## src/core/sswc_pkg.sv

```systemverilog
/*
 * Package for the supply sleep and wake-up controller: register offsets, field positions,
 * default values and timing counts.
 * Assumes a 50 MHz core clock and a byte-wide register port.
 */
package sswc_pkg;
    localparam logic [7:0] ADDR_WAKE_CFG   = 8'h13;
    localparam logic [7:0] ADDR_SLEEP_LO   = 8'h14;
    localparam logic [7:0] ADDR_SLEEP_MID  = 8'h15;
    localparam logic [7:0] ADDR_SLEEP_HI   = 8'h16;
    localparam logic [7:0] ADDR_PWR_EN     = 8'h19;
    localparam logic [7:0] ADDR_SUPPLY_CFG = 8'h0E;
    localparam logic [7:0] ADDR_AUX_CFG    = 8'h10;
    localparam logic [7:0] ADDR_AUXGND_CFG = 8'h11;

    localparam int BIT_SLEEP      = 0;
    localparam int BIT_AUX_LO     = 1;
    localparam int BIT_GND_LO     = 4;
    localparam int BIT_PWR_RSVD   = 7;
    localparam int BIT_TIE_LOW    = 7;
    localparam int BIT_SLOPE      = 7;
    localparam int BIT_DEB_EN     = 6;
    localparam int BIT_EDGE_LO    = 4;
    localparam logic [1:0] EDGE_FALL = 2'h1;
    localparam logic [1:0] EDGE_RISE = 2'h2;
    localparam logic [1:0] EDGE_BOTH = 2'h3;

    localparam logic [7:0] WAKE_CFG_RST   = 8'h70;
    localparam logic [7:0] PWR_EN_RST     = 8'h00;
    localparam logic [7:0] SUPPLY_CFG_RST = 8'h00;
    localparam logic [7:0] AUX_CFG_RST    = 8'h00;
    localparam logic [7:0] AUXGND_CFG_RST = 8'h00;
    localparam logic [23:0] SLEEP_CNT_RST = 24'h0003E8;

    localparam int CLK_HZ       = 50000000;
    localparam int TICK_US      = 1000;
    localparam int TICK_CYCLES  = CLK_HZ / 1000000 * TICK_US;
    localparam int DEB_SAMPLES  = 4;

    typedef enum logic [1:0] {
        SSWC_AWAKE  = 2'b01,
        SSWC_ASLEEP = 2'b10
    } sswc_state_t;
endpackage

```

## src/core/sswc_ctrl.sv

```systemverilog
/*
 * Supply sleep and wake-up controller: gates the main supply output and three auxiliary
 * supply and ground switches, times the sleep state and detects wake-up pin edges.
 * Assumes a byte register port already decoded from the serial interface, synchronous inputs,
 * and a comparator flag telling that storage is above the release threshold.
 */
`timescale 1ns/100ps
module sswc_ctrl (
    input  wire logic       core_clk_i,
    input  wire logic       arst_n_i,
    input  wire logic       reg_wr_i,
    input  wire logic       reg_rd_i,
    input  wire logic [7:0] reg_addr_i,
    input  wire logic [7:0] reg_wdata_i,
    output logic      [7:0] reg_rdata_o,
    input  wire logic       storage_above_release_i,
    input  wire logic       wake_pin_i,
    output logic            main_supply_on_o,
    output logic            main_supply_ground_o,
    output logic      [2:0] aux_output_enable_o,
    output logic      [2:0] aux_ground_enable_o,
    output logic            sda_slope_fast_o
);
    localparam int TW = $clog2(sswc_pkg::TICK_CYCLES);
    localparam logic [TW-1:0] TICK_LAST = TW'(sswc_pkg::TICK_CYCLES - 1);
    localparam logic [2:0] DEB_LAST = 3'(sswc_pkg::DEB_SAMPLES - 1);

    function automatic logic edge_match(input logic [1:0] sel, input logic prev,
                                        input logic cur);
        edge_match = (sel[1] && !prev && cur) || (sel[0] && prev && !cur);
    endfunction

    sswc_pkg::sswc_state_t state_r, state_nxt;
    logic [7:0]  wake_cfg_r, wake_cfg_nxt;
    logic [7:0]  pwr_en_r, pwr_en_nxt;
    logic [7:0]  supply_cfg_r, supply_cfg_nxt;
    logic [23:0] sleep_len_r, sleep_len_nxt;
    logic [23:0] ms_cnt_r, ms_cnt_nxt;
    logic [TW-1:0] tick_cnt_r, tick_cnt_nxt;
    logic [2:0]  aux_hold_r, aux_hold_nxt;
    logic        pin_r, pin_nxt;
    logic        deb_r, deb_nxt;
    logic [2:0]  deb_cnt_r, deb_cnt_nxt;
    logic        level_r, level_nxt;
    logic [7:0]  rdata_nxt;
    logic        main_on_nxt, main_gnd_nxt;
    logic        slope_nxt;
    logic [2:0]  aux_out_nxt, aux_gnd_nxt;
    logic        sleeping, level_now, wake_evt, timeout, acc_ok;

    function automatic logic [2:0] aux_out_nxt_live();
        aux_out_nxt_live = storage_above_release_i ?
                           pwr_en_r[sswc_pkg::BIT_AUX_LO +: 3] : 3'h0;
    endfunction

    assign sleeping  = (state_r == sswc_pkg::SSWC_ASLEEP);
    // The debounced and raw paths share one edge detector so switching the filter cannot
    // fabricate an edge beyond a single level difference.
    assign level_now = wake_cfg_r[sswc_pkg::BIT_DEB_EN] ? deb_r : pin_r;
    assign wake_evt  = sleeping &&
        edge_match(wake_cfg_r[sswc_pkg::BIT_EDGE_LO +: 2], level_r, level_now);
    // A programmed count of zero ends the nap at the first millisecond, like a count of one.
    assign timeout   = sleeping && (tick_cnt_r == TICK_LAST) &&
                       (ms_cnt_r + 24'h000001 >= sleep_len_r);
    // Reads while asleep answer zero rather than stale data, so a poll cannot mistake them.
    assign acc_ok    = !sleeping;

    // Wake-up pin sampling and debounce.
    always_comb begin
        pin_nxt     = wake_pin_i;
        deb_nxt     = deb_r;
        // Any return to the settled level restarts the count, so a short glitch is dropped.
        deb_cnt_nxt = 3'h0;
        if (pin_r != deb_r) begin
            deb_cnt_nxt = deb_cnt_r + 3'h1;
            if (deb_cnt_r == DEB_LAST) begin
                deb_nxt     = pin_r;
                deb_cnt_nxt = 3'h0;
            end
        end
        level_nxt = level_now;
    end

    always_ff @(posedge core_clk_i or negedge arst_n_i) begin
        if (!arst_n_i) begin
            pin_r     <= 1'b0;
            deb_r     <= 1'b0;
            deb_cnt_r <= 3'h0;
            level_r   <= 1'b0;
        end else begin
            pin_r     <= pin_nxt;
            deb_r     <= deb_nxt;
            deb_cnt_r <= deb_cnt_nxt;
            level_r   <= level_nxt;
        end
    end

    // Registers, sleep state and timer.
    always_comb begin
        state_nxt      = state_r;
        wake_cfg_nxt   = wake_cfg_r;
        pwr_en_nxt     = pwr_en_r;
        supply_cfg_nxt = supply_cfg_r;
        sleep_len_nxt  = sleep_len_r;
        ms_cnt_nxt     = ms_cnt_r;
        tick_cnt_nxt   = tick_cnt_r;
        aux_hold_nxt   = aux_hold_r;
        rdata_nxt      = 8'h00;
        if (reg_wr_i && acc_ok) begin
            case (reg_addr_i)
                sswc_pkg::ADDR_WAKE_CFG:   wake_cfg_nxt = reg_wdata_i;
                sswc_pkg::ADDR_SLEEP_LO:   sleep_len_nxt[7:0] = reg_wdata_i;
                sswc_pkg::ADDR_SLEEP_MID:  sleep_len_nxt[15:8] = reg_wdata_i;
                sswc_pkg::ADDR_SLEEP_HI:   sleep_len_nxt[23:16] = reg_wdata_i;
                sswc_pkg::ADDR_SUPPLY_CFG: supply_cfg_nxt = reg_wdata_i;
                // Bit 7 is kept at zero regardless of what software writes.
                sswc_pkg::ADDR_PWR_EN:     pwr_en_nxt = {1'b0, reg_wdata_i[6:0]};
                default:                   pwr_en_nxt = pwr_en_r;
            endcase
        end
        if (reg_rd_i && acc_ok) begin
            case (reg_addr_i)
                sswc_pkg::ADDR_WAKE_CFG:   rdata_nxt = wake_cfg_r;
                sswc_pkg::ADDR_SLEEP_LO:   rdata_nxt = sleep_len_r[7:0];
                sswc_pkg::ADDR_SLEEP_MID:  rdata_nxt = sleep_len_r[15:8];
                sswc_pkg::ADDR_SLEEP_HI:   rdata_nxt = sleep_len_r[23:16];
                sswc_pkg::ADDR_SUPPLY_CFG: rdata_nxt = supply_cfg_r;
                sswc_pkg::ADDR_PWR_EN:     rdata_nxt = pwr_en_r;
                default:                   rdata_nxt = 8'h00;
            endcase
        end
        case (state_r)
            sswc_pkg::SSWC_AWAKE: begin
                // The held copy tracks the live enables while awake, so entry costs no cycle.
                aux_hold_nxt = aux_out_nxt_live();
                if (pwr_en_r[sswc_pkg::BIT_SLEEP]) begin
                    state_nxt    = sswc_pkg::SSWC_ASLEEP;
                    ms_cnt_nxt   = 24'h000000;
                    tick_cnt_nxt = '0;
                end
            end
            sswc_pkg::SSWC_ASLEEP: begin
                tick_cnt_nxt = (tick_cnt_r == TICK_LAST) ? '0 : tick_cnt_r + 1'b1;
                if (tick_cnt_r == TICK_LAST) begin
                    ms_cnt_nxt = ms_cnt_r + 24'h000001;
                end
                if (timeout || wake_evt) begin
                    state_nxt = sswc_pkg::SSWC_AWAKE;
                    pwr_en_nxt[sswc_pkg::BIT_SLEEP] = 1'b0;
                    ms_cnt_nxt   = 24'h000000;
                    tick_cnt_nxt = '0;
                end
            end
            default: state_nxt = sswc_pkg::SSWC_AWAKE;
        endcase
    end

    always_comb begin
        main_on_nxt  = !sleeping && !(pwr_en_r[sswc_pkg::BIT_SLEEP]);
        main_gnd_nxt = !main_on_nxt && supply_cfg_r[sswc_pkg::BIT_TIE_LOW];
        aux_out_nxt  = sleeping ? aux_hold_r : aux_out_nxt_live();
        aux_gnd_nxt  = storage_above_release_i ?
                       pwr_en_r[sswc_pkg::BIT_GND_LO +: 3] : 3'h0;
        slope_nxt    = wake_cfg_r[sswc_pkg::BIT_SLOPE];
    end

    always_ff @(posedge core_clk_i or negedge arst_n_i) begin
        if (!arst_n_i) begin
            state_r              <= sswc_pkg::SSWC_AWAKE;
            wake_cfg_r           <= sswc_pkg::WAKE_CFG_RST;
            pwr_en_r             <= sswc_pkg::PWR_EN_RST;
            supply_cfg_r         <= sswc_pkg::SUPPLY_CFG_RST;
            sleep_len_r          <= sswc_pkg::SLEEP_CNT_RST;
            ms_cnt_r             <= 24'h000000;
            tick_cnt_r           <= '0;
            aux_hold_r           <= 3'h0;
            reg_rdata_o          <= 8'h00;
            main_supply_on_o     <= 1'b0;
            main_supply_ground_o <= 1'b0;
            aux_output_enable_o  <= 3'h0;
            aux_ground_enable_o  <= 3'h0;
            sda_slope_fast_o     <= 1'b0;
        end else begin
            state_r              <= state_nxt;
            wake_cfg_r           <= wake_cfg_nxt;
            pwr_en_r             <= pwr_en_nxt;
            supply_cfg_r         <= supply_cfg_nxt;
            sleep_len_r          <= sleep_len_nxt;
            ms_cnt_r             <= ms_cnt_nxt;
            tick_cnt_r           <= tick_cnt_nxt;
            aux_hold_r           <= aux_hold_nxt;
            reg_rdata_o          <= rdata_nxt;
            main_supply_on_o     <= main_on_nxt;
            main_supply_ground_o <= main_gnd_nxt;
            aux_output_enable_o  <= aux_out_nxt;
            aux_ground_enable_o  <= aux_gnd_nxt;
            sda_slope_fast_o     <= slope_nxt;
        end
    end
endmodule

```

## config.mk

```make
export PLATFORM = sky130hd
export DESIGN_NAME = sswc_ctrl
export DESIGN_NICKNAME = d
export VERILOG_FILES = /design/src/core/sswc_pkg.sv /design/src/core/sswc_ctrl.sv
export SDC_FILE = /design/constraint.sdc
export NUM_CORES = 1
export LEC_CHECK = 0
export ABC_AREA = 1
export BUFFER_PORTS_ARGS = -buffer_cell sky130_fd_sc_hd__buf_2
export CAP_MARGIN = 20
export CORE_AREA = 4 4 108 110
export CTS_CLUSTER_SIZE = 12
export DETAILED_ROUTE_END_ITERATION = 16
export DIE_AREA = 0 0 112 114
export PLACE_DENSITY = 0.76
export SLEW_MARGIN = 5
export SYNTH_ARGS = -nofsm -noshare
export SYNTH_HDL_FRONTEND = slang
export SYNTH_SLANG_ARGS = --single-unit
```

## constraint.sdc

```tcl
create_clock -name core_clk_i -period 5.3 [get_ports core_clk_i]
set_clock_uncertainty 0.2 [all_clocks]
set_input_delay 1.06 -clock core_clk_i [delete_from_list [all_inputs] [get_ports core_clk_i]]
set_output_delay 1.06 -clock core_clk_i [all_outputs]
set_load 0.01 [all_outputs]
```

Word level (Yosys, flattened, before mapping)
Index checks and enable logic that the tools add are counted.
W data, S select, Z words.
{"block": "op_classes", "addsub": 3, "n_lt_le_gt_ge": 1, "n_eq_ne": 14, "mux": 23, "reduce_logical": 29}
{"op": "$mux W24", "n": 3}
{"op": "$mux W16", "n": 3}
{"op": "$pmux W24 S2", "n": 1}
{"op": "$pmux W8 S6", "n": 1}
{"op": "$eq A8 B5 Y1 const B", "n": 5}
{"op": "$pmux W16 S2", "n": 1}
{"op": "$add A24 B1 Y24 const B", "n": 1}
{"op": "$ge A24 B24 Y1", "n": 1}
{"op": "$reduce_and A2 Y1", "n": 9}
{"op": "$add A16 B1 Y16 const B", "n": 1}
{"op": "$eq A16 B16 Y1 const B", "n": 1}
{"op": "$mux W3", "n": 5}
{"op": "$logic_and A1 B1 Y1", "n": 11}
{"op": "$eq A8 B4 Y1 const B", "n": 1}
{"op": "$mux W8", "n": 1}
{"op": "$logic_not A1 Y1", "n": 5}
{"op": "$mux W1", "n": 5}
{"op": "$mux W2", "n": 2}
{"op": "$pmux W2 S2", "n": 1}
{"op": "$add A3 B1 Y3 const B", "n": 1}
{"op": "$eq A3 B2 Y1 const B", "n": 1}
{"op": "$ne A3 B1 Y1 const B", "n": 1}
{"op": "$reduce_and A3 Y1", "n": 1}
{"op": "$eq A2 B1 Y1 const B", "n": 1}
{"op": "other kinds (6)", "n": 7}
{"block": "word_totals", "inputBits": 22, "out_inout_bits": 17, "regBits": 115}

Longest topological paths before layout
{"block": "logic_depth", "ltp_word": 8, "ltp_mapped": 25, "ltp_nobuf": 25}

Worst setup path after synthesis
No wires, ideal clock.
{"block": "synth_path", "path_type": "reg-to-reg", "from": "register ms_cnt_r[0]", "to": "register ms_cnt_r[11]", "path_stages_with_launch": 24, "path_slack_ns": 2.265, "arrival_ns": 2.711, "setup_ns": 0.125, "path_cell_list": "dfrtp_1 -> ha_1 -> nand2_1 -> nor2_1 -> nand3_1 -> nor3_2 -> nand2_1 -> nor2_2 -> nand3_1 -> nand2_1 -> inv_1 -> ha_1 -> nand2_1 -> nor2_1 -> nand2_1 -> nor2_1 -> nand2_1 -> nor2_1 -> nand2_1 -> nand2_1 -> nand2_1 -> nand4_4 -> buf_6 -> o21bai_1"}
{"block": "synth_via", "elab_chain_cells": 6, "elab_cells_between_ends": 9, "classes_between": "1 x add/sub; 1 x order compare; 1 x eq/ne; 3 x mux; 3 x reduce/logical"}
{"item": "start: declaration", "line": "sswc_ctrl.sv:38", "text": "logic [23:0] ms_cnt_r, ms_cnt_nxt;"}
{"item": "start signal: assignment", "line": "sswc_ctrl.sv:189", "text": "ms_cnt_r <= ms_cnt_nxt;"}
{"item": "$add A24 B1 Y24 (*)", "line": "sswc_ctrl.sv:64, sswc_ctrl.sv:145"}
{"item": "$ge A24 B24 Y1", "line": "sswc_ctrl.sv:64", "text": "(ms_cnt_r + 24'h000001 >= sleep_len_r);"}
{"item": "$logic_and A1 B1 Y1", "line": "sswc_ctrl.sv:63", "text": "assign timeout = sleeping && (tick_cnt_r == TICK_LAST) &&"}
{"item": "$logic_or A1 B1 Y1", "line": "sswc_ctrl.sv:147", "text": "if (timeout || wake_evt) begin"}
{"item": "$ne A3 B1 Y1 (no line) / $mux W24 (equally long branches)"}
{"item": "$reduce_and A3 Y1 (no line) / $pmux W24 S2 (equally long branches)"}
Mark *: on every way between the ends. The rest lies on a longest branch, timed or not. The select of a mux whose other input is x is not followed.
A chain may end at the register's enable or synchronous reset.

Worst setup path in the final report
{"block": "layout_path", "from": "register ms_cnt_r[0]", "to": "register ms_cnt_r[14]"}
The elaborated chain is that of the path after synthesis.

==> flow_metrics.tcl <==
set metrics [dict create \
    status "complete, no violations" \
    multiInputGateArea_sq_mm 0.002774 \
    antennaDiodeCount 0 \
    synth-edff-count 0 \
    area_delta_synth_final_pct 14.25 \
    grt_remaining_overflow 0 \
    grt_max_degree 74 \
    cts.clk_slew.worst_paths_ns 0.06 \
    routabilityCongestion 0.9503 \
    cp_data_required_time_ns 5.54 \
    worst_r2r_endpoint "ms_cnt_r[14]$_DFFE_PN0P_" \
    viasPerCell 5.426 \
    worstReg2RegStart "ms_cnt_r[0]$_DFFE_PN0P_" \
    route.detailed.drc 0 \
    worstSetupPathType "flop to flop" \
    routed.top_layer "met4" \
    final_layout_size_suffix_gt1_frac 0.1172 \
    ios 39 \
    hpwlAfterDp_um 10670 \
    r2r_slack_ns 1.56 \
    cp-start-kind "flop" \
    synth.largest_area_cell "dfrtp_1" \
    ant_nets 0 \
    dieArea_sq_mm 0.01277 \
    wl_met2_um 7114 \
    ir_worst_vdd_mv 0.3064 \
    nFillCells 870 \
    grt_pass1_wl_um 25090 \
    insertion_delay_ns 0.54 \
    worst_setup_path_end_kind "flop" \
    worst_slew_pin_slew_ns 0.9391 \
    crit_path_start "ms_cnt_r[0]$_DFFE_PN0P_" \
    fin_nets 883 \
    async_flop_share 1.000 \
    hold_start "deb_cnt_r[0]$_DFF_PN0_" \
    antenna_found_initial 0 \
    final_util 0.6675 \
    met3_length_um 872 \
    rsz0062_at_grt "no" \
    syn_area_per_cell_sq_um 7.951 \
    fin_setup_tns_ns 0 \
    post_cts_buffers 0 \
    drv_slew 0 \
    fin_cells 985 \
    ff_latch_area_sq_mm 0.002890 \
    ys.flop_type "dfrtp_1" \
    critPathMaxFanout 24 \
    avgRoutedWirePerCell_um 15.16 \
    finalCriticalPeriod_ns 3.737 \
    ys_top_cells_by_area "dfrtp_1 42%, nand2_1 12%, inv_1 7.7%" \
    whs_endpoint "deb_cnt_r[0]$_DFF_PN0_" \
    first_global_vias 5289 \
    start_util 0.5842 \
    clkSinkCount 115 \
    ys_ff_latch 115 \
    syn_area_sq_mm 0.006250 \
    hold_viol 0 \
    slew-limit-headroom 0.3739 \
    min_path_cells 1 \
    drt-met1-wl_um 6493 \
    drt_iter0_drc 403 \
    die_w_um 112 \
    dp.cells 953 \
    clockBufferDepth 2 \
    fin_area_sq_mm 0.007141 \
    io_buffers 38 \
    first_pass_iters 5 \
    syn_inst 786 \
    reg2reg_depth 22 \
    power.density_mw_per_mm2 334.1 \
    cts_tree "yes" \
    htreeDepth 4 \
    fmax_mhz 267.6 \
    p_leak_uw 0.003561 \
    drt_wl_total_um 14940 \
    via_count 5345 \
    grt_use_total 0.2488 \
    die_h_um 114 \
    setup_violations 0 \
    hold_path_class "flop to flop" \
    ctsResizeCount 0 \
    min_period_over_period 0.7050 \
    ctsRootBufferMaster "clkbuf_8" \
    yosysWarnings 0 \
    core_sq_mm 0.01070 \
    power.total_uw 2386 \
    cp.arrival_ns 3.98 \
    synth_cell_type_count 41 \
    place_area_sq_mm 0.006539 \
    yosysSeqAreaShare 0.4625 \
    maxCapViolCount 0 \
    cts_buffers 17 \
    rows 38 \
    synth.top_cell.area_share 0.4204 \
    cts-hold-fix-buffers 0 \
    synthesis.nets 837 \
]
-- cell usage after synthesis (4+ instances only) --
cell type  count
nand3_1       30
nor2_1        75
inv_1        129
nand4_1        4
ha_1          29
nor3_1        15
dfrtp_1      105
xor2_1        16
a31oi_1        4
dfstp_2       10
buf_6          5
o21ai_0       68
inv_2          4
o22ai_1       11
nand2_1      204
o21bai_1      24
a21oi_1       14
a22o_1         4
-- layout make-up --
class                      count  area share
multi-input combinational    526      0.3885
clock buffer                  18     0.05993
sequential                   115      0.4048
tap                          140     0.02453
timing repair buffer          39     0.02804
clock inverter                14     0.02436
inverter                     133     0.06991
-- metrics by stage --
step | hold WS (ns) | setup WS (ns)
2_1_floorplan | 0.1744 | 2.265
3_3_place_gp | 0.2265 | 1.832
3_5_place_dp | 0.2290 | 1.627
4_1_cts | 0.2467 | 1.580
5_1_grt | 0.2647 | 1.176
6_report | 0.2443 | 1.563
-- worst max path at each step --
| stage | to | slack [ns] | cells after the start |
|---|---|---|---|
| 2_1_floorplan | ms_cnt_r[11]$_DFFE_PN0P_ | 2.26 | 23 |
| 3_3_place_gp | ms_cnt_r[13]$_DFFE_PN0P_ | 1.83 | 22 |
| 3_5_place_dp | ms_cnt_r[10]$_DFFE_PN0P_ | 1.63 | 22 |
| 4_1_cts | ms_cnt_r[14]$_DFFE_PN0P_ | 1.58 | 22 |
| 5_1_grt | ms_cnt_r[18]$_DFFE_PN0P_ | 1.18 | 22 |
| 6_report | ms_cnt_r[14]$_DFFE_PN0P_ | 1.56 | 22 |
-- worst max-delay path, cell delays in order (launching register included) --
cell and delay, ns:
dfrtp_1 0.47, ha_1 0.23, nand2_1 0.08, nor2_1 0.13, nand3_1 0.12, nor3_2 0.18, nand2_1 0.12, nor2_2 0.17
nand3_1 0.10, nand2_1 0.12, inv_1 0.07, ha_1 0.28, nand2_1 0.07, nor2_1 0.05, nand2_1 0.08, nor2_1 0.06
nand2_1 0.05, nand2_1 0.05, nor2_1 0.16, nand2_1 0.08, nand2_1 0.17, nand4_4 0.33, o21bai_1 0.27
-- state kept, by name (all words and copies together), names as in the netlist --
register,cells
wake_cfg_r,8
pin_r,1
aux_output_enable_o,3
state_r,2
tick_cnt_r,16
sda_slope_fast_o,1
pwr_en_r,7
main_supply_ground_o,1
aux_ground_enable_o,3
sleep_len_r,24
reg_rdata_o,8
level_r,1
main_supply_on_o,1
supply_cfg_r,8
deb_cnt_r,3
deb_r,1
aux_hold_r,3
ms_cnt_r,24
-- metal layers --
layer,up-vias,track usage
met5,-,0
met4,0,0.1050
met3,41,0.05942
met2,168,0.4049
met1,2539,0.3215
li1,2597,-
-- cell families after synthesis --
kind of cell / count (synthesis) / share of synthesized area
AND/OR/NAND/NOR: 346 / 0.2350
AO/OA/AOI/OAI: 133 / 0.1255
XOR/XNOR: 18 / 0.02523
adder cells (fa/ha/maj): 29 / 0.05806
buffers and inverters: 145 / 0.09369
flip-flops: 115 / 0.4625
-- cell usage in the layout, fill, tap and decap left out, types with 11 or more instances in the layout --
cell       netlist  layout
a21oi_1         14      14
buf_2            3      37
clkbuf_16        0      16
dfrtp_1        105     105
ha_1            29      29
inv_1          129     129
nand2_1        204     204
nand3_1         30      30
nor2_1          75      75
nor3_1          15      15
o21ai_0         68      68
o21bai_1        24      24
o22ai_1         11      11
xor2_1          16      16
-- report_power, final --
group	total (uW)	switching, uW	internal [uW]
combinational	267	195	72.6
clock	1170	432	734
sequential	952	28.4	924
(Power assumes the default switching activity.)
